$ cat src/lcs_cfg.svh
// Constants of the limit compare and status block: timing, offsets, fields, resets
`ifndef LCS_CFG_SVH
`define LCS_CFG_SVH
// System clock rate in kHz
`define LCS_CLK_KHZ 10000
// Key and contact debounce time in ms
`define LCS_DEB_MS 10
// Half period of the peak lamp flash in ms
`define LCS_BLINK_MS 250
// Register byte offsets
`define LCS_OFS_CTRL 8'h00
`define LCS_OFS_HIGH 8'h04
`define LCS_OFS_LOW 8'h08
`define LCS_OFS_STAT 8'h0c
`define LCS_OFS_MASK 8'h10
`define LCS_OFS_STATE 8'h14
`define LCS_OFS_DVAL 8'h18
// Control register fields
`define LCS_CTRL_LOCK 0
`define LCS_CTRL_PEAK 1
// Event bits of status and mask
`define LCS_EV_HIGH 0
`define LCS_EV_LOW 1
`define LCS_EV_ADC 2
`define LCS_EV_OFL 3
`define LCS_EV_DZ 4
`define LCS_EV_HOLD 5
`define LCS_EV_COMMIT 6
`define LCS_EV_ZCAL 7
// Reset values of the limits (+19999 and -19999)
`define LCS_RST_HIGH 21'sh04e1f
`define LCS_RST_LOW 21'sh1fb1e1
// Display range bounds
`define LCS_DSP_MAX 21'sh04e1f
`define LCS_DSP_MIN 21'sh1fb1e1
// Last digit index and last setting item
`define LCS_LAST_DIGIT 3'h4
`define LCS_LAST_ITEM 2'h3
`endif

$ cat src/lcs_pkg.sv
// Types of the limit compare and status block
package lcs_pkg;
  // Operating mode, Gray coded along display, select, edit
  typedef enum logic [1:0] {
    LCS_DISP = 2'b00,
    LCS_SEL = 2'b01,
    LCS_EDIT = 2'b11,
    LCS_ZCAL = 2'b10
  } lcs_mode_e;
  // Signed indicated value
  typedef logic signed [20:0] lcs_val_t;
  // Register port request
  typedef struct packed {
    logic [7:0] addr;
    logic [31:0] wdata;
    logic wr;
    logic rd;
  } lcs_req_s;
  // Front status lamps
  typedef struct packed {
    logic above_upper_lamp;
    logic within_band_lamp;
    logic under_floor_lamp;
    logic peak_lamp;
    logic hold_lamp;
  } lcs_lamps_s;
  // Numeric readout and its replacement indications
  typedef struct packed {
    lcs_val_t value;
    logic adc_minus;
    logic adc_plus;
    logic negative_display_overflow;
    logic positive_display_overflow;
  } lcs_disp_s;
  // Setting progress seen by the rest of the instrument
  typedef struct packed {
    logic [1:0] item;
    logic [2:0] digit;
    logic commit;
    logic zcal_take;
  } lcs_set_s;
  // Whole state of the main module
  typedef struct packed {
    lcs_mode_e mode;
    lcs_lamps_s lamps;
    lcs_disp_s disp;
    lcs_set_s set;
    logic cal_lock;
    logic peak_mode;
    lcs_val_t hi_lim;
    lcs_val_t lo_lim;
    lcs_val_t offset;
    logic hold_on;
    lcs_val_t held;
    logic [7:0] status;
    logic [7:0] mask;
    logic [31:0] rdata;
  } lcs_state_s;
endpackage : lcs_pkg

$ cat src/lcs_debounce.sv
// Debounce of key and contact inputs with a press pulse per input
`timescale 1ns/1ps
`default_nettype none
module lcs_debounce #(
  parameter int N = 5,
  parameter int DEB_CYC = 100000
) (
  // Clock and reset
  input wire logic sys_clk,
  input wire logic srst,
  // Raw levels and press pulses
  input wire logic [N-1:0] raw_in,
  output logic [N-1:0] press
);
  import lcs_pkg::*;
  localparam int CW = $clog2(DEB_CYC + 1);
  // Per input state
  typedef struct packed {
    logic stable;
    logic [CW-1:0] cnt;
    logic press;
  } lcs_deb_s;
  lcs_deb_s st_r [N];
  lcs_deb_s st_nxt [N];
  for (genvar g = 0; g < N; g++) begin : g_ch
    // A change must hold for the whole window before it counts
    always_comb begin
      st_nxt[g] = st_r[g];
      st_nxt[g].press = 1'b0;
      if (raw_in[g] == st_r[g].stable) begin
        st_nxt[g].cnt = '0;
      end else if (st_r[g].cnt == CW'(DEB_CYC - 1)) begin
        st_nxt[g].cnt = '0;
        st_nxt[g].stable = raw_in[g];
        st_nxt[g].press = raw_in[g];
      end else begin
        st_nxt[g].cnt = st_r[g].cnt + 1'b1;
      end
      if (srst) begin
        st_nxt[g] = '0;
      end
    end
    // State register
    always_ff @(posedge sys_clk) begin
      st_r[g] <= st_nxt[g];
    end
    assign press[g] = st_r[g].press;
  end
endmodule : lcs_debounce
`default_nettype wire

$ cat src/lcs_blink.sv
// Flash phase divider for the peak lamp
`timescale 1ns/1ps
`default_nettype none
module lcs_blink #(
  parameter int BLINK_CYC = 2500000
) (
  // Clock and reset
  input wire logic sys_clk,
  input wire logic srst,
  // Flash phase, toggles every half period
  output logic phase
);
  import lcs_pkg::*;
  localparam int CW = $clog2(BLINK_CYC + 1);
  typedef struct packed {
    logic [CW-1:0] cnt;
    logic phase;
  } lcs_blk_s;
  lcs_blk_s st_r;
  lcs_blk_s st_nxt;
  // Divider with toggle at the end of each half period
  always_comb begin
    st_nxt = st_r;
    if (st_r.cnt == CW'(BLINK_CYC - 1)) begin
      st_nxt.cnt = '0;
      st_nxt.phase = ~st_r.phase;
    end else begin
      st_nxt.cnt = st_r.cnt + 1'b1;
    end
    if (srst) begin
      st_nxt = '0;
    end
  end
  // State register
  always_ff @(posedge sys_clk) begin
    st_r <= st_nxt;
  end
  assign phase = st_r.phase;
endmodule : lcs_blink
`default_nettype wire

$ cat src/lcs_top.sv
// Limit comparison, overflow display, key handling and status registers
`include "lcs_cfg.svh"
`timescale 1ns/1ps
`default_nettype none
// Operation
// - Above high limit: upper lamp, high relay
// - Within band lamp, both bounds inclusive
// - Below low limit: floor lamp, low relay
// - Peak lamp flashes while peak hold
// - Hold lamp lit while value held
// - ADC minus overrange replaces readout
// - ADC plus overrange replaces readout
// - Below -19999 shows negative overflow
// - Above 19999 shows positive overflow
// - Zero key, lock off: zero calibration
// - Zero key, lock on: digital zero
// - Setting: zero key selects, steps digit
// - Display: hold key toggles hold
// - Setting: hold key confirms and commits
// - Zero contact acts only when locked
// - Relays normally open, closed when active
module lcs_top #(
  parameter int DEB_CYC = `LCS_DEB_MS * `LCS_CLK_KHZ,
  parameter int BLINK_CYC = `LCS_BLINK_MS * `LCS_CLK_KHZ
) (
  // Clock and reset
  input wire logic sys_clk,
  input wire logic srst,
  // Register port
  input wire lcs_pkg::lcs_req_s bus_req,
  output logic [31:0] bus_rdata,
  // Measurement from the converter path
  input wire logic signed [19:0] meas_raw,
  input wire logic meas_valid,
  input wire logic adc_ovr_pos,
  input wire logic adc_ovr_neg,
  // Front keys and external contacts
  input wire logic zero_key,
  input wire logic hold_key,
  input wire logic set_key,
  input wire logic hold_input,
  input wire logic digital_zero_input,
  // Lamps, relays and readout
  output lcs_pkg::lcs_lamps_s lamps,
  output logic relay_hi,
  output logic relay_lo,
  output lcs_pkg::lcs_disp_s disp,
  // Mode and setting progress
  output lcs_pkg::lcs_mode_e op_mode,
  output lcs_pkg::lcs_set_s setting,
  // Interrupt
  output logic irq
);
  import lcs_pkg::*;

  lcs_state_s st_r; // Registered state
  lcs_state_s st_nxt; // Next state
  logic [4:0] press; // Debounced press pulses
  logic blink; // Flash phase
  logic p_zero, p_hold, p_set, p_hin, p_dz; // Named press pulses
  lcs_val_t raw_ext; // Raw value widened to the value width
  lcs_val_t ind_now; // Live indicated value after digital zero
  lcs_val_t cmp_val; // Value shown and compared
  logic adc_any; // Either converter overrange
  logic [7:0] ev; // Events of this cycle
  logic hold_tgl; // Hold toggle request
  logic do_dz; // Digital zero request

  // Keys and contacts share one debouncer
  lcs_debounce #(
    .N(5),
    .DEB_CYC(DEB_CYC)
  ) u_deb (
    .sys_clk(sys_clk),
    .srst(srst),
    .raw_in({digital_zero_input, hold_input, set_key, hold_key, zero_key}),
    .press(press)
  );

  // Peak lamp flash source
  lcs_blink #(
    .BLINK_CYC(BLINK_CYC)
  ) u_blink (
    .sys_clk(sys_clk),
    .srst(srst),
    .phase(blink)
  );

  assign p_zero = press[0];
  assign p_hold = press[1];
  assign p_set = press[2];
  assign p_hin = press[3];
  assign p_dz = press[4];

  // Live and displayed values
  assign raw_ext = {meas_raw[19], meas_raw};
  assign ind_now = raw_ext - st_r.offset;
  assign cmp_val = st_r.hold_on ? st_r.held : ind_now;
  assign adc_any = adc_ovr_pos | adc_ovr_neg;

  // Next state: keys, hold, measurement update, registers
  always_comb begin
    st_nxt = st_r;
    ev = '0;
    hold_tgl = 1'b0;
    do_dz = 1'b0;
    st_nxt.set.commit = 1'b0;
    st_nxt.set.zcal_take = 1'b0;
    // Mode handling; the set key always wins over the other keys
    unique case (st_r.mode)
      LCS_DISP: begin
        if (p_set) begin
          st_nxt.mode = LCS_SEL;
          st_nxt.set.item = '0;
          st_nxt.set.digit = '0;
        end else begin
          if (p_zero) begin
            if (st_r.cal_lock) begin
              do_dz = 1'b1;
            end else begin
              st_nxt.mode = LCS_ZCAL;
            end
          end
          // The contact only counts under calibration lock
          if (p_dz && st_r.cal_lock) begin
            do_dz = 1'b1;
          end
          hold_tgl = p_hold | p_hin;
        end
      end
      LCS_SEL: begin
        if (p_set) begin
          st_nxt.mode = LCS_DISP;
        end else if (p_zero) begin
          st_nxt.set.item = st_r.set.item + 2'h1;
        end else if (p_hold) begin
          st_nxt.mode = LCS_EDIT;
          st_nxt.set.digit = '0;
        end
      end
      LCS_EDIT: begin
        if (p_set) begin
          st_nxt.mode = LCS_DISP;
        end else if (p_zero) begin
          // Flashing digit walks and wraps over five places
          if (st_r.set.digit == `LCS_LAST_DIGIT) begin
            st_nxt.set.digit = '0;
          end else begin
            st_nxt.set.digit = st_r.set.digit + 3'h1;
          end
        end else if (p_hold) begin
          st_nxt.set.commit = 1'b1;
          st_nxt.mode = LCS_DISP;
          ev[`LCS_EV_COMMIT] = 1'b1;
        end
      end
      LCS_ZCAL: begin
        if (p_set) begin
          st_nxt.mode = LCS_DISP;
        end else if (p_hold) begin
          st_nxt.set.zcal_take = 1'b1;
          st_nxt.mode = LCS_DISP;
          ev[`LCS_EV_ZCAL] = 1'b1;
        end
      end
    endcase

    // Digital zero takes the present raw value as the new zero
    if (do_dz) begin
      st_nxt.offset = raw_ext;
      ev[`LCS_EV_DZ] = 1'b1;
    end

    // Hold toggle; a start freezes the live value
    if (hold_tgl) begin
      st_nxt.hold_on = ~st_r.hold_on;
      st_nxt.held = ind_now;
      ev[`LCS_EV_HOLD] = 1'b1;
    end else if (st_r.hold_on && st_r.peak_mode && meas_valid && !adc_any) begin
      // Peak hold follows new maxima only
      if (ind_now > st_r.held) begin
        st_nxt.held = ind_now;
      end
    end

    // Lamps that follow the hold state every cycle
    st_nxt.lamps.peak_lamp = st_r.hold_on & st_r.peak_mode & blink;
    st_nxt.lamps.hold_lamp = st_r.hold_on;

    // Compare and readout move only on a new measurement, so a
    // limit change takes effect with the next conversion
    if (meas_valid) begin
      // Overrange counts as beyond the matching limit
      st_nxt.lamps.above_upper_lamp = adc_ovr_pos |
        (!adc_ovr_neg && (cmp_val > st_r.hi_lim));
      st_nxt.lamps.under_floor_lamp = adc_ovr_neg |
        (!adc_ovr_pos && (cmp_val < st_r.lo_lim));
      st_nxt.lamps.within_band_lamp = !adc_any &&
        (cmp_val >= st_r.lo_lim) && (cmp_val <= st_r.hi_lim);
      st_nxt.disp.adc_minus = adc_ovr_neg;
      st_nxt.disp.adc_plus = adc_ovr_pos & ~adc_ovr_neg;
      st_nxt.disp.negative_display_overflow =
        !adc_any && (cmp_val < `LCS_DSP_MIN);
      st_nxt.disp.positive_display_overflow =
        !adc_any && (cmp_val > `LCS_DSP_MAX);
      // Any indication replaces the number, which then reads zero
      if (adc_any || (cmp_val < `LCS_DSP_MIN) || (cmp_val > `LCS_DSP_MAX)) begin
        st_nxt.disp.value = '0;
      end else begin
        st_nxt.disp.value = cmp_val;
      end
      ev[`LCS_EV_HIGH] = st_nxt.lamps.above_upper_lamp & ~st_r.lamps.above_upper_lamp;
      ev[`LCS_EV_LOW] = st_nxt.lamps.under_floor_lamp & ~st_r.lamps.under_floor_lamp;
      ev[`LCS_EV_ADC] = adc_any;
      ev[`LCS_EV_OFL] = st_nxt.disp.negative_display_overflow |
        st_nxt.disp.positive_display_overflow;
    end

    // Register writes
    if (bus_req.wr) begin
      unique case (bus_req.addr)
        `LCS_OFS_CTRL: begin
          st_nxt.cal_lock = bus_req.wdata[`LCS_CTRL_LOCK];
          st_nxt.peak_mode = bus_req.wdata[`LCS_CTRL_PEAK];
        end
        `LCS_OFS_HIGH: st_nxt.hi_lim = bus_req.wdata[20:0];
        `LCS_OFS_LOW: st_nxt.lo_lim = bus_req.wdata[20:0];
        `LCS_OFS_MASK: st_nxt.mask = bus_req.wdata[7:0];
        default: ; // Read only or unmapped: ignored
      endcase
    end

    // Register reads; data stand only in the cycle after the strobe
    st_nxt.rdata = '0;
    if (bus_req.rd) begin
      unique case (bus_req.addr)
        `LCS_OFS_CTRL: st_nxt.rdata = {30'h0, st_r.peak_mode, st_r.cal_lock};
        `LCS_OFS_HIGH: st_nxt.rdata = {11'h0, st_r.hi_lim};
        `LCS_OFS_LOW: st_nxt.rdata = {11'h0, st_r.lo_lim};
        `LCS_OFS_STAT: st_nxt.rdata = {24'h0, st_r.status};
        `LCS_OFS_MASK: st_nxt.rdata = {24'h0, st_r.mask};
        `LCS_OFS_STATE: st_nxt.rdata = {15'h0, st_r.disp.adc_minus, st_r.disp.adc_plus,
          st_r.disp.negative_display_overflow, st_r.disp.positive_display_overflow,
          st_r.set.digit, st_r.set.item, st_r.hold_on, st_r.mode, st_r.lamps};
        `LCS_OFS_DVAL: st_nxt.rdata = {11'h0, st_r.disp.value};
        default: st_nxt.rdata = '0; // Unmapped reads zero
      endcase
    end

    // Status is sticky; a read clears it but a new event survives
    if (bus_req.rd && (bus_req.addr == `LCS_OFS_STAT)) begin
      st_nxt.status = ev;
    end else begin
      st_nxt.status = st_r.status | ev;
    end

    // Synchronous reset
    if (srst) begin
      st_nxt = '0;
      st_nxt.mode = LCS_DISP;
      st_nxt.hi_lim = `LCS_RST_HIGH;
      st_nxt.lo_lim = `LCS_RST_LOW;
    end
  end

  // State register
  always_ff @(posedge sys_clk) begin
    st_r <= st_nxt;
  end

  // Outputs; relays close only while their lamp condition holds
  assign lamps = st_r.lamps;
  assign relay_hi = st_r.lamps.above_upper_lamp;
  assign relay_lo = st_r.lamps.under_floor_lamp;
  assign disp = st_r.disp;
  assign op_mode = st_r.mode;
  assign setting = st_r.set;
  assign bus_rdata = st_r.rdata;
  assign irq = |(st_r.status & st_r.mask);

  // Checks on the lamp, display and key behaviour
  hi_lamp_a: assert property (@(posedge sys_clk) disable iff (srst)
    (meas_valid && !adc_any && cmp_val > st_r.hi_lim) |=> (lamps.above_upper_lamp && relay_hi))
    else $error("upper lamp or high relay missing");
  band_lamp_a: assert property (@(posedge sys_clk) disable iff (srst)
    (meas_valid && !adc_any && cmp_val >= st_r.lo_lim && cmp_val <= st_r.hi_lim)
    |=> lamps.within_band_lamp)
    else $error("band lamp missing");
  low_lamp_a: assert property (@(posedge sys_clk) disable iff (srst)
    (meas_valid && !adc_any && cmp_val < st_r.lo_lim) |=> (lamps.under_floor_lamp && relay_lo))
    else $error("floor lamp or low relay missing");
  peak_flash_a: assert property (@(posedge sys_clk) disable iff (srst)
    (!st_r.hold_on || !st_r.peak_mode) |=> !lamps.peak_lamp)
    else $error("peak lamp lit without peak hold");
  hold_lamp_a: assert property (@(posedge sys_clk) disable iff (srst)
    hold_tgl |=> ##1 (lamps.hold_lamp != $past(lamps.hold_lamp, 2)))
    else $error("hold lamp did not follow hold");
  adc_minus_a: assert property (@(posedge sys_clk) disable iff (srst)
    (meas_valid && adc_ovr_neg) |=> (disp.adc_minus && disp.value == '0))
    else $error("minus overrange not shown");
  adc_plus_a: assert property (@(posedge sys_clk) disable iff (srst)
    (meas_valid && adc_ovr_pos && !adc_ovr_neg) |=> (disp.adc_plus && disp.value == '0))
    else $error("plus overrange not shown");
  neg_ofl_a: assert property (@(posedge sys_clk) disable iff (srst)
    (meas_valid && !adc_any && cmp_val < `LCS_DSP_MIN)
    |=> (disp.negative_display_overflow && disp.value == '0))
    else $error("negative overflow not shown");
  pos_ofl_a: assert property (@(posedge sys_clk) disable iff (srst)
    (meas_valid && !adc_any && cmp_val > `LCS_DSP_MAX)
    |=> (disp.positive_display_overflow && disp.value == '0))
    else $error("positive overflow not shown");
  zcal_entry_a: assert property (@(posedge sys_clk) disable iff (srst)
    (st_r.mode == LCS_DISP && p_zero && !p_set && !st_r.cal_lock) |=> op_mode == LCS_ZCAL)
    else $error("zero calibration not entered");
  dig_zero_a: assert property (@(posedge sys_clk) disable iff (srst)
    (st_r.mode == LCS_DISP && p_zero && !p_set && st_r.cal_lock)
    |=> (st_r.offset == $past(raw_ext) && ind_now == lcs_val_t'(raw_ext - $past(raw_ext))))
    else $error("digital zero not applied");
  digit_wrap_a: assert property (@(posedge sys_clk) disable iff (srst)
    (st_r.mode == LCS_EDIT && p_zero && !p_set && st_r.set.digit == `LCS_LAST_DIGIT)
    |=> setting.digit == 3'h0)
    else $error("flashing digit did not wrap");
  hold_key_a: assert property (@(posedge sys_clk) disable iff (srst)
    (st_r.mode == LCS_DISP && !p_set && p_hold) |=> st_r.hold_on != $past(st_r.hold_on))
    else $error("hold key did not toggle hold");
  commit_a: assert property (@(posedge sys_clk) disable iff (srst)
    (st_r.mode == LCS_EDIT && !p_set && !p_zero && p_hold)
    |=> (setting.commit && op_mode == LCS_DISP) ##1 !setting.commit)
    else $error("commit pulse wrong");
  dz_ignore_a: assert property (@(posedge sys_clk) disable iff (srst)
    (p_dz && !p_zero && !st_r.cal_lock) |=> $stable(st_r.offset))
    else $error("zero contact acted without lock");
  hold_contact_a: assert property (@(posedge sys_clk) disable iff (srst)
    (st_r.mode == LCS_DISP && !p_set && p_hin) |=> st_r.hold_on != $past(st_r.hold_on))
    else $error("hold contact did not toggle hold");
  zcal_take_a: assert property (@(posedge sys_clk) disable iff (srst)
    (st_r.mode == LCS_ZCAL && !p_set && p_hold)
    |=> (setting.zcal_take && op_mode == LCS_DISP))
    else $error("zero calibration take pulse missing");
endmodule : lcs_top
`default_nettype wire

$ cat config.mk
export PLATFORM = sky130hd
export DESIGN_NAME = lcs_top
export DESIGN_NICKNAME = d
export VERILOG_FILES = /design/src/lcs_pkg.sv /design/src/lcs_debounce.sv /design/src/lcs_blink.sv /design/src/lcs_top.sv
export VERILOG_INCLUDE_DIRS = /design/src
export SDC_FILE = /design/constraint.sdc
export NUM_CORES = 1
export LEC_CHECK = 0
export ABC_AREA = 0
export BUFFER_PORTS_ARGS = -buffer_cell sky130_fd_sc_hd__buf_2
export CORE_MARGIN = 5
export CORE_UTILIZATION = 45
export CTS_CLUSTER_SIZE = 10
export DETAILED_ROUTE_END_ITERATION = 10
export MAX_ROUTING_LAYER = met4
export PLACE_DENSITY_LB_ADDON = 0.2
export SYNTH_ARGS = -nofsm -noshare
export SYNTH_HDL_FRONTEND = slang
export SYNTH_SLANG_ARGS = --single-unit
$ cat constraint.sdc
create_clock -name sys_clk -period 11.9 [get_ports sys_clk]
set_input_delay 2.38 -clock sys_clk [delete_from_list [all_inputs] [get_ports sys_clk]]
set_output_delay 2.38 -clock sys_clk [all_outputs]
set_load 0.01 [all_outputs]
==> metrics.csv <==
metric,value,unit
status,finished clean,
Die Span Y,195,µm
TritonCTS clock tree,built,
number of antenna violations at the first check in global routing,1,
Reg power frac,44.9,%
worst clock skew,0.0145,ns
Tmin final,7.13,ns
post-DR vias/cell,5.50,
NetSw,526,µW
RSZ-0062 raised after global routing,false,
number of fill cells,3313,
# hold bufs at CTS,0,
Sink Count,280,
synth warn,0,
placed instance area,15900,µm²
Syn-to-layout area delta,9.60,%
"CTS clk-pin slew, worst paths",0.06,ns
Wirelength per Cell,16.7,µm
vias in the first global route,12600,
Layout Nets,2099,
initial core utilization,45.9,%
Chip Width,195,µm
CP top delay family,compound AO/OA/AOI/OAI gates,
via count,13200,
global route overflow,0,
Worst EP arrival,7.55,ns
maximum capacitance violations,0,
final setup fails,0,
Critical Path Max Stage Delay,0.42,ns
Post-Syn Area,15500,µm²
top fanout value on the critical path,7,
Post-CTS Setup Repair Bufs,0,
final critical-path share of the clock period,59.9,%
reg2reg setup slack,6.47,ns
CORE AREA,33700,µm²
total length of routed wires,40.2,mm
type of the tightest min-delay check,register to register,
ranking of synthesized cells by area,"dfxtp_1 36%, ha_1 7.0%, nand2_1 6.0%, nor2_1 5.3%, xor2_1 3.8%",
Crit-path slowest cell,a221o_1,
Synth Register Bits,280,
number of synthesized flops with an enable pin,0,
Post-Route M1 WL,17.9,mm
pre-CTS WS,4.30,ns
num ports,146,
CP Cell Sequence,buf_2 -> inv_1 -> ha_1 -> inv_1 -> fa_1 -> a21o_1 -> a221o_1 -> a211o_1 -> a41o_1 -> xor2_1 -> mux2_2 -> ha_1 -> nand4_1 -> nor2_1 -> nand4_1 -> a211oi_1 -> nor4_1 -> o21a_1 -> maj3_1 -> maj3_1 -> o21ba_2 -> o41ai_1,
final hold vios,0,
Die ar.,38200,µm²
CP Capture Type,register,
worst-margin pin slew,1.23,ns
fin util,50.3,%
global-route wire length before repair,65.9,mm
"Seq/Total Area, Yosys",36.3,%
# rows,67,
Top Layer Used,met4,
Final Max Slew Viols,0,
post-route cell area,16900,µm²
Rel. slew slack,17.8,%
DRC viols,0,
metal3 WL,1.71,mm
crit path kind,input pin to register,
"Clk Latency, worst-skew pair",0.52,ns
FMAX,140,MHz
CTS H-tree lvls,2,
pin count of the biggest net entering global routing,78,
post-DP HPWL,29.6,mm
layout cells sized above 1,10.4,%
dominant cell type by area after synthesis,dfxtp_1,
Syn Inst Count,1910,
share of the synthesized area in the top cell type,36.3,%
Comb pwr share,9.3,%
Switching Share,24.9,%
I/O Buffers,123,
post-synthesis cell type count,80,
Worst setup SP type,input pin,
worst vdd ir,0.117,mV
root buffer cell,clkbuf_16,
drt first pass iters,6,
pwr/cell area,125,nW/µm²
Final WS setup,4.77,ns
met2 wire length,19.6,mm
post-CTS sizing,0,
"Data required, critical path",12.32,ns
Num CTS Buffers,35,
gpl congestion,0.913,
syn_area_per_cell,8.09,µm²
setup TNS,0,ns
WP buf/inv,3,
Max Root-Sink Buffers,3,
"Primary FF master, synth",dfxtp_1,
gr usage total,21.1,%
async set-or-reset flop fraction in the synthesized netlist,0,%
final hold slack,0.454,ns
internal power,1590,µW
most frequent cells in the layout,"280 x dfxtp_1, 249 x nand2_1, 218 x nor2_1",
Lkg Pwr,0.00660,µW
post-route ant nets,0,
"most common cell after layout, fill and taps aside",dfxtp_1,
DR iter-0 viols,845,
Clock Power Share,45.8,%
## worst min-delay path, stage by stage (launching register included)
cell and delay [ns]:
dfxtp_1 0.31, nand2_1 0.05, a21oi_1 0.05
## per-stage QoR
stage	std cells	power, µW
floorplan	1920	1110
global placement	2350	1160
detailed placement	2350	1170
CTS	2402	2140
global route	2403	2210
finish	2404	2120
## power by group through the flow
stage / registers [µW] / clock network, µW / logic (µW)
floorplan: 968 / 0 / 140
global placement: 970 / 0 / 192
detailed placement: 971 / 0 / 195
CTS: 950 / 996 / 197
global route: 951 / 1040 / 221
finish: 951 / 969 / 198
## logic make-up after synthesis
| family | after synthesis | synth area share (%) |
|---|---|---|
| and+or+nand+nor | 767 | 23.9 |
| buffers and inverters | 262 | 8.17 |
| xor gates and xnor gates | 111 | 6.29 |
| other | 1 | 0.0243 |
| DFF | 280 | 36.3 |
| adders and majority gates | 91 | 7.37 |
| AOI/OAI and AO/OA | 363 | 15.8 |
| muxes | 35 | 2.28 |
## flip-flops by register name, indices dropped and copies added (netlist names), 2 cells and up
| signal | cells |
|---|---|
| u_blink.st_r | 22 |
| bus_rdata | 21 |
| u_deb.st_r | 95 |
| setting | 7 |
| lamps | 3 |
| st_r | 102 |
| op_mode | 2 |
| disp | 25 |
## cell usage after synthesis, types with 14 or more instances
cell type and number:
xnor2_1 44, dfxtp_1 280, nand3b_1 26, nor4_1 14, a21oi_1 109, a21o_1 19
a22oi_1 57, clkbuf_1 68, ha_1 87, nand3_1 71, xor2_1 67, inv_1 109
nand2_1 249, nor2b_1 15, nor3_1 22, mux2i_1 33, nor2_1 218, nand4_1 31
and2_1 14, or3_1 16, buf_4 71, o21ai_0 44, and3_1 29
## path summary, 6_finish.rpt
check                                 start       end  depth (start not counted)
worst min-delay path               st_r[71]  st_r[71]                          2
worst max-delay path            meas_raw[0]  lamps[3]                         22
worst min register to register     st_r[71]  st_r[71]                          2
worst max register to register     st_r[70]  lamps[3]                         20
## layout make-up
cell class / count / area (µm²) / area share (%)
clock inverters: 3 / 30.0 / 0.177
clock buffers: 49 / 990 / 5.84
repair buffers: 135 / 708 / 4.18
well taps: 448 / 561 / 3.31
inverters: 109 / 409 / 2.41
flip-flops and latches: 280 / 5610 / 33.1
diodes: 2 / 5.00 / 0.0295
multi-input cells: 1378 / 8630 / 51.0
## metal layers
metal / global-route usage [%] / up-vias
li1: - / 6609
met1: 26.4 / 6254
met2: 35.8 / 289
met3: 2.84 / 70
met4: 5.84 / 0
met5: - / -
(Power assumes the default switching activity.)
